**src/verilog/sgps_pkg.sv**
```systemverilog
// Constants shared by the switchgear position supervisor
package sgps_pkg;

	// Clock and supervision tick
	localparam int CLK_PERIOD_NS = 20;
	localparam int TICK_PERIOD_US = 1000;
	localparam int TICK_CYCLES = (TICK_PERIOD_US * 1000 + CLK_PERIOD_NS - 1) / CLK_PERIOD_NS;

	// Travel timer width in bits; the timer counts ticks
	localparam int TIMER_W = 16;

	// Switch units of a withdrawable assembly
	localparam int UNITS = 2;
	localparam int ELEMENT = 0;
	localparam int TRUCK = 1;

	// Validated position codes
	localparam logic [1:0] POS_INDETERM = 2'h0;
	localparam logic [1:0] POS_OFF = 2'h1;
	localparam logic [1:0] POS_ON = 2'h2;
	localparam logic [1:0] POS_DISTURB = 2'h3;

	// Values after reset
	localparam logic [1:0] RESET_POS = POS_INDETERM;
	localparam logic RESET_REMOVED = 1'b0;

	// Travel state of one switch unit
	typedef enum logic [1:0] {
		RUN_IDLE,
		RUN_MOVE_ON,
		RUN_MOVE_OFF
	} sgps_run_type;

endpackage

```
**src/verilog/sgps_sync.sv**
```systemverilog
// Two-flop synchroniser for contact and plug inputs
`timescale 1ns/100ps
`default_nettype none
module sgps_sync #(
	parameter int W = 1
) (
	// Clock and reset
	input wire logic sys_clk,
	input wire logic reset,
	// Asynchronous input and synchronised output
	input wire logic [W-1:0] d,
	output logic [W-1:0] q
);
	typedef struct packed {
		logic [W-1:0] meta;
		logic [W-1:0] sync;
	} sgps_sync_state_type;

	sgps_sync_state_type st;
	sgps_sync_state_type next_st;

	generate
		if (W < 1) begin : g_chk
			$error("sgps_sync: width must be at least one");
		end
	endgenerate

	always_comb begin
		next_st = st;
		next_st.meta = d;
		next_st.sync = st.meta;
	end

	always_ff @(posedge sys_clk or posedge reset) begin
		if (reset) begin
			st <= '0;
		end else begin
			st <= next_st;
		end
	end

	assign q = st.sync;

endmodule
`default_nettype wire

```
**src/verilog/sgps_supervisor.sv**
```systemverilog
// Position supervisor for a withdrawable switch assembly (element and truck)
//
// Behaviour
// - Position is a two-bit code: 0 indeterminate, 1 open, 2 closed, 3 disturbed.
// - Contacts are sampled continuously; position is qualified by the travel timers.
// - Close starts close timer, indeterminate while running; closed or disturbed at end.
// - Open starts open timer, indeterminate while running; open or disturbed at end.
// - Contacts 0/1 decode as open, 1/0 decode as closed.
// - Equal contacts: indeterminate while timing, disturbed once the timer expired.
// - Command output lasts at most one tick over the travel time, ends early on new position.
// - One wired contact gives no disagreement check, only command-to-feedback timing.
// - Withdrawable unit is two switch units, element and truck, each with timers.
// - Plug removed forces the element into removed state reporting open.
// - Commands and position changes for a removed element are ignored.
// - Protection commands may optionally share the ordinary command relays.
// - Single-contact unit with no contact assigned reports disturbed.
`timescale 1ns/100ps
`default_nettype none
module sgps_supervisor
	import sgps_pkg::*;
#(
	parameter int TICK_CYCLES_P = sgps_pkg::TICK_CYCLES,
	parameter int TW = sgps_pkg::TIMER_W
) (
	// Clock and reset
	input wire logic sys_clk,
	input wire logic reset,
	// Auxiliary contacts from the switchgear, per unit, and the plug contact
	input wire logic [sgps_pkg::UNITS-1:0] aux_closed,
	input wire logic [sgps_pkg::UNITS-1:0] aux_open,
	input wire logic plug_removed,
	// Contact wiring configuration, per unit
	input wire logic [sgps_pkg::UNITS-1:0] wired_closed,
	input wire logic [sgps_pkg::UNITS-1:0] wired_open,
	// Travel times in ticks, per unit
	input wire logic [sgps_pkg::UNITS-1:0][TW-1:0] t_move_on,
	input wire logic [sgps_pkg::UNITS-1:0][TW-1:0] t_move_off,
	// Control and protection commands, one-cycle requests
	input wire logic [sgps_pkg::UNITS-1:0] ctl_close,
	input wire logic [sgps_pkg::UNITS-1:0] ctl_open,
	input wire logic prot_close,
	input wire logic prot_open,
	// Options
	input wire logic prot_share_en,
	input wire logic interlock_en,
	// Command relays
	output logic [sgps_pkg::UNITS-1:0] close_cmd,
	output logic [sgps_pkg::UNITS-1:0] open_cmd,
	output logic prot_close_relay,
	output logic prot_open_relay,
	// Validated position, per unit, and the removed flag
	output logic [sgps_pkg::UNITS-1:0][1:0] pos,
	output logic [sgps_pkg::UNITS-1:0] pos_on,
	output logic [sgps_pkg::UNITS-1:0] pos_off,
	output logic [sgps_pkg::UNITS-1:0] pos_indeterm,
	output logic [sgps_pkg::UNITS-1:0] pos_disturb,
	output logic removed
);
	import sgps_pkg::*;

	localparam int PW = (TICK_CYCLES_P > 1) ? $clog2(TICK_CYCLES_P) : 1;
	localparam logic [PW-1:0] PRE_LAST = PW'(TICK_CYCLES_P - 1);

	typedef struct packed {
		logic [PW-1:0] pre;
		logic tick;
		sgps_run_type [UNITS-1:0] run;
		logic [UNITS-1:0][TW-1:0] cnt;
		logic [UNITS-1:0] fault;
		logic [UNITS-1:0] fault_to_on;
		logic [UNITS-1:0][1:0] pos;
		logic [UNITS-1:0] close_cmd;
		logic [UNITS-1:0] open_cmd;
		logic prot_close_relay;
		logic prot_open_relay;
		logic removed;
	} sgps_state_type;

	sgps_state_type st;
	sgps_state_type next_st;

	logic [UNITS-1:0] closed_s;
	logic [UNITS-1:0] open_s;
	logic removed_s;
	logic [UNITS-1:0][1:0] raw;
	logic [UNITS-1:0] cl_eff;
	logic [UNITS-1:0] op_eff;

	generate
		if (TICK_CYCLES_P < 1 || TW < 1) begin : g_chk
			$error("sgps_supervisor: tick and timer width must be at least one");
		end
	endgenerate

	sgps_sync #(
		.W(2 * UNITS + 1)
	) u_sync (
		.sys_clk(sys_clk),
		.reset(reset),
		.d({plug_removed, aux_open, aux_closed}),
		.q({removed_s, open_s, closed_s})
	);

	// Contact decode; ambiguous gives indeterminate, nothing wired gives disturbed
	function automatic logic [1:0] contact_pos(input logic c, input logic o,
			input logic wc, input logic wo);
		logic [1:0] r;
		r = POS_INDETERM;
		if (wc && wo) begin
			if (c && !o) begin
				r = POS_ON;
			end else if (!c && o) begin
				r = POS_OFF;
			end else begin
				r = POS_INDETERM;
			end
		end else if (wc) begin
			r = c ? POS_ON : POS_OFF;
		end else if (wo) begin
			r = o ? POS_OFF : POS_ON;
		end else begin
			r = POS_DISTURB;
		end
		return r;
	endfunction

	always_comb begin
		next_st = st;
		raw = '0;
		cl_eff = '0;
		op_eff = '0;

		// Supervision tick
		next_st.tick = 1'b0;
		if (st.pre == PRE_LAST) begin
			next_st.pre = '0;
			next_st.tick = 1'b1;
		end else begin
			next_st.pre = st.pre + 1'b1;
		end

		next_st.removed = removed_s;

		// Protection commands on separate relays unless shared
		next_st.prot_close_relay = prot_close & ~prot_share_en & ~removed_s;
		next_st.prot_open_relay = prot_open & ~prot_share_en & ~removed_s;

		for (int u = 0; u < UNITS; u++) begin
			raw[u] = contact_pos(closed_s[u], open_s[u], wired_closed[u], wired_open[u]);
			cl_eff[u] = ctl_close[u];
			op_eff[u] = ctl_open[u];
			if (u == ELEMENT) begin
				cl_eff[u] = cl_eff[u] | (prot_share_en & prot_close);
				op_eff[u] = op_eff[u] | (prot_share_en & prot_open);
				if (removed_s) begin
					cl_eff[u] = 1'b0;
					op_eff[u] = 1'b0;
				end
			end
			if (u == TRUCK && interlock_en && st.pos[ELEMENT] == POS_ON) begin
				op_eff[u] = 1'b0;
			end

			unique case (st.run[u])
				RUN_IDLE: begin
					if (st.fault[u] && raw[u] == (st.fault_to_on[u] ? POS_ON : POS_OFF)) begin
						next_st.fault[u] = 1'b0;
					end
					if (cl_eff[u] && !op_eff[u]) begin
						next_st.run[u] = RUN_MOVE_ON;
						next_st.cnt[u] = t_move_on[u];
						next_st.fault[u] = 1'b0;
					end else if (op_eff[u] && !cl_eff[u]) begin
						next_st.run[u] = RUN_MOVE_OFF;
						next_st.cnt[u] = t_move_off[u];
						next_st.fault[u] = 1'b0;
					end
				end
				RUN_MOVE_ON: begin
					if (raw[u] == POS_ON) begin
						next_st.run[u] = RUN_IDLE;
					end else if (st.tick) begin
						if (st.cnt[u] == '0) begin
							next_st.run[u] = RUN_IDLE;
							next_st.fault[u] = 1'b1;
							next_st.fault_to_on[u] = 1'b1;
						end else begin
							next_st.cnt[u] = st.cnt[u] - 1'b1;
						end
					end
				end
				RUN_MOVE_OFF: begin
					if (raw[u] == POS_OFF) begin
						next_st.run[u] = RUN_IDLE;
					end else if (st.tick) begin
						if (st.cnt[u] == '0) begin
							next_st.run[u] = RUN_IDLE;
							next_st.fault[u] = 1'b1;
							next_st.fault_to_on[u] = 1'b0;
						end else begin
							next_st.cnt[u] = st.cnt[u] - 1'b1;
						end
					end
				end
				default: begin
					next_st.run[u] = RUN_IDLE;
				end
			endcase

			// A removed element is frozen in the open position
			if (u == ELEMENT && removed_s) begin
				next_st.run[u] = RUN_IDLE;
				next_st.fault[u] = 1'b0;
			end

			if (u == ELEMENT && removed_s) begin
				next_st.pos[u] = POS_OFF;
			end else if (next_st.run[u] != RUN_IDLE) begin
				next_st.pos[u] = POS_INDETERM;
			end else if (next_st.fault[u]) begin
				next_st.pos[u] = POS_DISTURB;
			end else begin
				next_st.pos[u] = raw[u];
			end

			next_st.close_cmd[u] = (next_st.run[u] == RUN_MOVE_ON);
			next_st.open_cmd[u] = (next_st.run[u] == RUN_MOVE_OFF);
		end
	end

	always_ff @(posedge sys_clk or posedge reset) begin
		if (reset) begin
			st <= '0;
			st.pos <= {UNITS{RESET_POS}};
			st.removed <= RESET_REMOVED;
		end else begin
			st <= next_st;
		end
	end

	assign close_cmd = st.close_cmd;
	assign open_cmd = st.open_cmd;
	assign prot_close_relay = st.prot_close_relay;
	assign prot_open_relay = st.prot_open_relay;
	assign pos = st.pos;
	assign removed = st.removed;

	generate
		for (genvar g = 0; g < UNITS; g++) begin : g_unit
			assign pos_on[g] = (st.pos[g] == POS_ON);
			assign pos_off[g] = (st.pos[g] == POS_OFF);
			assign pos_indeterm[g] = (st.pos[g] == POS_INDETERM);
			assign pos_disturb[g] = (st.pos[g] == POS_DISTURB);

			localparam bit IS_ELEM = (g == ELEMENT);

			close_indet_a: assert property (@(posedge sys_clk) disable iff (reset)
				close_cmd[g] |-> pos[g] == POS_INDETERM && !pos_on[g])
				else $error("close command without indeterminate position");

			open_indet_a: assert property (@(posedge sys_clk) disable iff (reset)
				open_cmd[g] |-> pos[g] == POS_INDETERM && !pos_off[g])
				else $error("open command without indeterminate position");

			cmd_excl_a: assert property (@(posedge sys_clk) disable iff (reset)
				!(close_cmd[g] && open_cmd[g]))
				else $error("close and open commands together");

			cmd_expiry_a: assert property (@(posedge sys_clk) disable iff (reset)
				(st.run[g] != RUN_IDLE && st.tick && st.cnt[g] == '0)
				|=> !close_cmd[g] && !open_cmd[g])
				else $error("command outlived its travel time");

			timeout_fault_a: assert property (@(posedge sys_clk) disable iff (reset)
				(st.run[g] == RUN_MOVE_ON && st.tick && st.cnt[g] == '0
				&& raw[g] != POS_ON && !(IS_ELEM && removed_s))
				|=> pos[g] == POS_DISTURB ##1 pos[g] == POS_DISTURB || close_cmd[g] || open_cmd[g])
				else $error("travel timeout did not give disturbed");

			feedback_end_a: assert property (@(posedge sys_clk) disable iff (reset)
				(st.run[g] == RUN_MOVE_ON && raw[g] == POS_ON && !(IS_ELEM && removed_s))
				|=> !close_cmd[g] && pos[g] == POS_ON)
				else $error("closed feedback did not end the close command");

			decode_closed_a: assert property (@(posedge sys_clk) disable iff (reset)
				(st.run[g] == RUN_IDLE && !st.fault[g] && !cl_eff[g] && !op_eff[g]
				&& wired_closed[g] && wired_open[g] && closed_s[g] && !open_s[g]
				&& !(IS_ELEM && removed_s))
				|=> pos[g] == POS_ON)
				else $error("closed contacts not decoded as closed");

			none_wired_a: assert property (@(posedge sys_clk) disable iff (reset)
				(st.run[g] == RUN_IDLE && !cl_eff[g] && !op_eff[g] && !wired_closed[g]
				&& !wired_open[g] && !(IS_ELEM && removed_s))
				|=> pos[g] == POS_DISTURB)
				else $error("unwired unit not reported disturbed");
		end
	endgenerate

	removed_open_a: assert property (@(posedge sys_clk) disable iff (reset)
		removed_s |=> removed && pos[ELEMENT] == POS_OFF)
		else $error("removed element not reported open");

	removed_cmd_a: assert property (@(posedge sys_clk) disable iff (reset)
		removed |-> !close_cmd[ELEMENT] && !open_cmd[ELEMENT] && !prot_open_relay)
		else $error("command issued to removed element");

	withdraw_lock_a: assert property (@(posedge sys_clk) disable iff (reset)
		(interlock_en && pos[ELEMENT] == POS_ON && st.run[TRUCK] == RUN_IDLE)
		|=> !open_cmd[TRUCK])
		else $error("truck withdrawn with element closed");

endmodule
`default_nettype wire

```
**config.mk**
```make
export PLATFORM = sky130hd
export DESIGN_NAME = sgps_supervisor
export DESIGN_NICKNAME = d
export VERILOG_FILES = /design/src/verilog/sgps_pkg.sv /design/src/verilog/sgps_sync.sv /design/src/verilog/sgps_supervisor.sv
export SDC_FILE = /design/constraint.sdc
export NUM_CORES = 1
export LEC_CHECK = 0
export BUFFER_PORTS_ARGS = -buffer_cell sky130_fd_sc_hd__buf_2
export CAP_MARGIN = 40
export CORE_ASPECT_RATIO = 0.6
export CORE_MARGIN = 4
export CORE_UTILIZATION = 51
export DETAILED_ROUTE_END_ITERATION = 8
export PLACE_DENSITY = 0.84
export SLEW_MARGIN = 5
export SYNTH_ARGS = -nofsm -noshare
export SYNTH_HDL_FRONTEND = slang
export SYNTH_SLANG_ARGS = --single-unit
```
**constraint.sdc**
```tcl
create_clock -name sys_clk -period 2.7 [get_ports sys_clk]
set_input_delay 0.81 -clock sys_clk [delete_from_list [all_inputs] [get_ports sys_clk]]
set_output_delay 0.81 -clock sys_clk [all_outputs]
set_load 0.01 [all_outputs]
```
======== Yosys cells after proc, flatten, opt, wreduce, memory -nomap -nowiden ========
Index checks and enable logic that the tools add are counted.
cells by class
  add/subtract/negate cells ............... 3
  eq/ne operators ......................... 35
  multiplexer cells ....................... 86
  bitwise operators ....................... 10
  reductions and logical operators ........ 37
operators with widths
  cell                     count
  $mux W16                 13
  $pmux W16 S3             2
  $mux W2                  32
  $mux W1                  33
  $logic_not A16 Y1        2
  $sub A16 B1 Y16 const B  2
  $ne A2 B2 Y1 const B     12
  $eq A2 B2 Y1 const B     10
  $add A16 B1 Y16 const B  1
  $eq A16 B16 Y1 const B   1
  $eq A2 B1 Y1 const B     8
  $reduce_and A7 Y1        2
  $logic_and A1 B1 Y1      13
  $pmux W2 S3              2
  $logic_not A1 Y1         8
  $logic_not A2 Y1         4
  $reduce_and A4 Y1        2
  $reduce_bool A2 Y1       4
  $and A1 B1 Y1            6
  $ne A3 B3 Y1 const B     2
  $pmux W1 S3              2
  $reduce_bool A3 Y1       2
  $eq A2 B2 Y1             2
  $pmux W1 S2              2
  2 further kinds          4
word-level totals
  flip-flop bits (word level) ............. 78
  output and inout port bits .............. 19
  word-level logic and storage cells ...... 189

======== Depth between registers and ports, before layout ========
  depth after elaboration ................. 15
  mapped depth ............................ 12

======== By module ========
From an unflattened synthesis, not the netlist that was laid out.
second synthesis, totals
  cell total of the unflattened synthesis .. 557
  area, all modules ....................... 4,957.3 um2
by module, submodules not included
  module           instances  cells each  area an instance (um2)  sequential area each (um2)
  sgps_supervisor  1          546         4,703.3                 1,701.6
  sgps_sync        1          11          254.0                   250.2

======== Least setup slack after synthesis ========
No wires, ideal clock.
  path type ............................... input to register
  start point ............................. in prot_share_en
  end point ............................... reg st[22] (netlist name)
  data arrival time ....................... 2.592 ns
  data required time ...................... 2.617 ns
  path slack .............................. 0.025 ns
  stages .................................. 11
  buffers on the path ..................... 2
  cell sequence ........................... a21oi_1 > or2_2 > ha_1 > a21oi_1 > o21ai_0 > a31o_2 > or2_0 > clkbuf_1 > clkbuf_1 > o21a_1 > o21ai_0
between the ends
  word-level cells in the longest chain between the ends .. 7
  elaborated cells on any way between the ends .. 14
  classes of those cells .................. eq/ne (1); mux (4); bitwise (4); reduce/logical (5)
RTL lines
  item                                                         RTL line                                        source
  from (decl)                                                  sgps_supervisor.sv:44                           input wire logic prot_share_en,
  $and A1 B1 Y1 (on tied branches)                             sgps_supervisor.sv:154, sgps_supervisor.sv:153
  $or A1 B1 Y1 (on tied branches)                              sgps_supervisor.sv:154, sgps_supervisor.sv:153
  $mux W1                                                      sgps_supervisor.sv:155                          if (removed_s) begin
  $logic_not A1 Y1 (on tied branches)                          sgps_supervisor.sv:169, sgps_supervisor.sv:173
  $logic_and A1 B1 Y1 (on tied branches)                       sgps_supervisor.sv:169, sgps_supervisor.sv:173
  $ne A3 B3 Y1 (no line) or $mux W16 (tied branches)           -
  $reduce_and A4 Y1 (no line) or $pmux W16 S3 (tied branches)  -
  to (signal assigned)                                         sgps_supervisor.sv:237                          st <= next_st;
  to (decl)                                                    sgps_supervisor.sv:79                           sgps_state_type st;
Parallel ways exist; a longest one is shown, timed or not.
A chain may end at the register's enable or synchronous reset.

======== Worst setup path in the final report ========
  start point ............................. reg st[15] (netlist name)
  end point ............................... reg st[27] (netlist name)
between the ends
  word-level cells in the longest chain between the ends .. 5
  elaborated cells on any way between the ends .. 7
  classes of those cells .................. add/sub (1); mux (5); reduce/logical (1)
RTL lines
  item                                                  RTL line                                        source
  $sub A16 B1 Y16 or $logic_not A16 Y1 (tied branches)  -
  $mux W16 (*)                                          sgps_supervisor.sv:183, sgps_supervisor.sv:196
  $mux W16 (*)                                          sgps_supervisor.sv:195                          end else if (st.tick) begin
  $mux W16 (on tied branches)                           sgps_supervisor.sv:193, sgps_supervisor.sv:180
  $pmux W16 S3 (*)                                      sgps_supervisor.sv:164                          unique case (st.run[u])
Every way passes the cells marked *; elsewhere a longest branch is shown, timed or not. The select of a mux whose other input is x is not followed.

==> metrics.md <==
| Metric | Value |
|---|---|
| Fmax | `393 MHz` |
| Crit-path leading delay family | `simple AND/OR/NAND/NOR gates` |
| Max FO, Critical Path | `6` |
| Worst setup path class | `reg2reg` |
| GP Congestion | `0.930` |
| Clk_lat worst skew | `340 ps` |
| Switch share | `39.2%` |
| Synth area leaders | `dfrtp_1 38%, mux2i_1 4.9%, ha_1 3.9%` |
| Commonest non-fill, non-tap cell in the layout | `buf_2` |
| Final setup vio count | `0` |
| Drt total wl | `12900 um` |
| Num Clock Sinks | `78` |
| CTS Buf Count | `9` |
| Worst EP arrival | `2760 ps` |
| Setup WS pre-CTS | `-189 ps` |
| Synthesis-stage register bit count | `78` |
| Ys async rst share | `100%` |
| Number of detailed-route iterations in the first pass | `5` |
| Routed vias | `4708` |
| Peak supply drop | `388 uV` |
| Xor/xnor share of the synthesized area | `2.59%` |
| Area Growth Syn to Fin | `17.4%` |
| Number of DRC markers in iteration 0 | `503` |
| Synth cell types | `70` |
| Crit. End Element | `register` |
| Setup TNS | `0 ps` |
| Core Util, Final | `63.2%` |
| Simple-gate share of the synthesized area | `21.1%` |
| Worst-case clock buffer depth | `2` |
| Compound-gate portion of the synthesized area | `20.5%` |
| Die area | `0.0117 mm^2` |
| Yosys top cell by area | `dfrtp_1` |
| DRT antenna net count | `0` |
| Lkg Pwr | `2.67 nW` |
| First-pass GRT wire length | `21400 um` |
| Slew headroom | `44.2%` |
| Total track usage | `22.6%` |
| Adder-cell share of the synthesized area | `3.94%` |
| Number of global-route vias before repair | `4459` |
| Status | `finished clean` |
| Die Y | `85.3 um` |
| Post-Syn Nets | `653` |
| Final worst-path setup slack | `152 ps` |
| Final Cycle Share | `94.4%` |
| Comb power frac | `40.2%` |
| Seq/Total Area, Yosys | `38.5%` |
| Sequential share of power | `37.3%` |
| Worst Path Required | `2910 ps` |
| Drt wl/cell | `16.5 um` |
| # DRC | `0` |
| Worst setup path start | `st[15]` |
| Slew @ Worst Pin | `837 ps` |
| Cells after DPL | `770` |
| Core Box Area | `0.00943 mm^2` |
| Synth Flop Type | `dfrtp_1` |
| Synth Instances | `554` |
| IO Port Bufs | `101` |
| Power Dens Cells | `804 mW/mm^2` |
| Via density | `6.01` |
| Clock tree from TritonCTS | `yes` |
| Buf/Inv on CP | `1` |
| Die width | `137 um` |
| Congestion Overflow GR | `0` |
| Initial antenna violation count | `0` |
| Synth Warn # | `0` |
| Most frequent cells in the layout | `101 x buf_2, 78 x dfrtp_1, 48 x nor2_1, 38 x o21ai_0, 32 x nand2_1` |
| Largest net degree at the start of global routing | `46` |
| Critical Path Source Type | `register` |
| Boundary pin count | `102` |
| Worst-path cell chain | `inv_1 -> ha_1 -> or3b_1 -> or2_1 -> or4_1 -> a21o_1 -> a2bb2oi_1 -> o311ai_1` |
| Final Non-Filler Cells | `784` |
| Sw Pwr | `0.00188 W` |
| Worst r2r src | `st[15]` |
| CP peak stage delay | `470 ps` |
| Clock skew | `6.56 ps` |
| Mapped Avg Cell Area | `9.16 um^2` |
| Hold Vio Cnt, Final | `0` |
| Hold path startpoint | `u_sync.next_st[4]` |
| RSZ-0062 raised after global routing | `no` |
| Total of max-cap violations | `0` |
| NumNets Final | `750` |
| Clock Power Share | `22.5%` |
| Post-synth EDFFs | `0` |
| Post-synthesis mux area share | `6.93%` |
| Clock transition at path regs | `60 ps` |
| Cell row count | `27` |
| Ant. Diodes | `0` |
| Worst Hold Class | `reg2reg` |
| Slowest CP cell | `or4_1` |
| Int Pwr | `0.00291 W` |
| Power, Total | `0.00479 W` |
| Post-Syn Area | `0.00507 mm^2` |
| CTS root buffer | `clkbuf_16` |
| Detail Placement HPWL | `9560 um` |
| H-tree levels | `3` |
| Main combinational cell family by area after synthesis | `simple AND/OR/NAND/NOR gates` |
| Max Slew Vio Count | `0` |
| Min cycle time layout | `2550 ps` |
| Starting Density | `53.8%` |
| Share of the synthesized area in the top cell type | `38.5%` |
| Ratio of cells with drive above 1 in the final layout | `24.6%` |
| CTS Hold Bufs | `0` |
## power groups by stage
stage | sequential, W | combinational [W] | clock (W)
after detailed placement | 0.00179 | 0.00188 | 0
after CTS | 0.00177 | 0.00189 | 0.00109
after floorplan | 0.00170 | 0.00143 | 0
after global routing | 0.00183 | 0.00213 | 0.00116
after global placement | 0.00176 | 0.00179 | 0
final | 0.00179 | 0.00192 | 0.00108
## through the flow
stage,cell area [um^2],hold WS (ps)
3_5_place_dp,5700,335
3_3_place_gp,5700,333
6_report,5960,345
4_1_cts,5960,347
5_1_grt,5960,351
2_1_floorplan,5080,331
## cells by family after synthesis
group	after synthesis
DFF	78
adders and majority gates	16
muxes	34
xor gates and xnor gates	15
AOI/OAI and AO/OA	154
and+or+nand+nor	198
buffers and inverters	59
## per-layer routing
layer | vias to the layer above | share of wire (%) | wire length (um) | GRT usage (%)
li1 | 2221 | - | - | -
met1 | 2201 | 44 | 5690 | 31.3
met2 | 257 | 46 | 5900 | 36.0
met3 | 29 | 8.5 | 1100 | 5.09
met4 | 0 | 1.7 | 221 | 6.07
met5 | - | 0 | 0 | 0
## worst reg2reg max path, cell delays in order (launching register included)
cell and delay, ps:
dfrtp_1 410, inv_1 120, ha_1 190, or3b_1 440, or2_1 330, or4_1 470
a21o_1 200, a2bb2oi_1 150, o311ai_1 110
## registers in the layout, summed over array words and instances (netlist names)
register and count:
close_cmd 2, open_cmd 2, pos 4, prot_close_relay 1
prot_open_relay 1, removed 1, st 57, u_sync.next_st 5
u_sync.q 5
## final timing paths
kind,to,slack [ps],depth (start not counted)
worst min register to register,u_sync.q[4],350,0
worst max-delay path,st[27],150,8
worst max register to register,st[27],150,8
max in group asynchronous,u_sync.next_st[0],1700,3
worst min-delay path,u_sync.q[4],350,0
min in group asynchronous,st[60],440,2
## area by class of cell
| cell class | instances | area [um^2] |
|---|---|---|
| Clock buffer | 12 | 246 |
| Clock inverter | 2 | 10.0 |
| Fill cell | 765 | 3470 |
| Inverter | 26 | 101 |
| Multi-Input combinational cell | 417 | 2790 |
| Sequential cell | 78 | 1950 |
| Tap cell | 130 | 163 |
| Timing Repair Buffer | 119 | 691 |
## cell usage after synthesis (10+ instances only)
cell and count:
nor2_1 48, nor2b_1 13, dfrtp_1 78, nor3_1 11, nand4_1 10, o21ai_0 38
inv_1 26, nand3_1 17, a21oi_1 28, nand2_1 32, mux2i_1 25, clkbuf_1 16
ha_1 16
## timing repair
| action | in CTS | in global routing |
|---|---|---|
| gates resized for setup | 0 | 1 |
| buffers inserted | 0 | 0 |
| endpoints found under the setup margin | 0 | 2 |
Power figures use the tool's default switching activity.
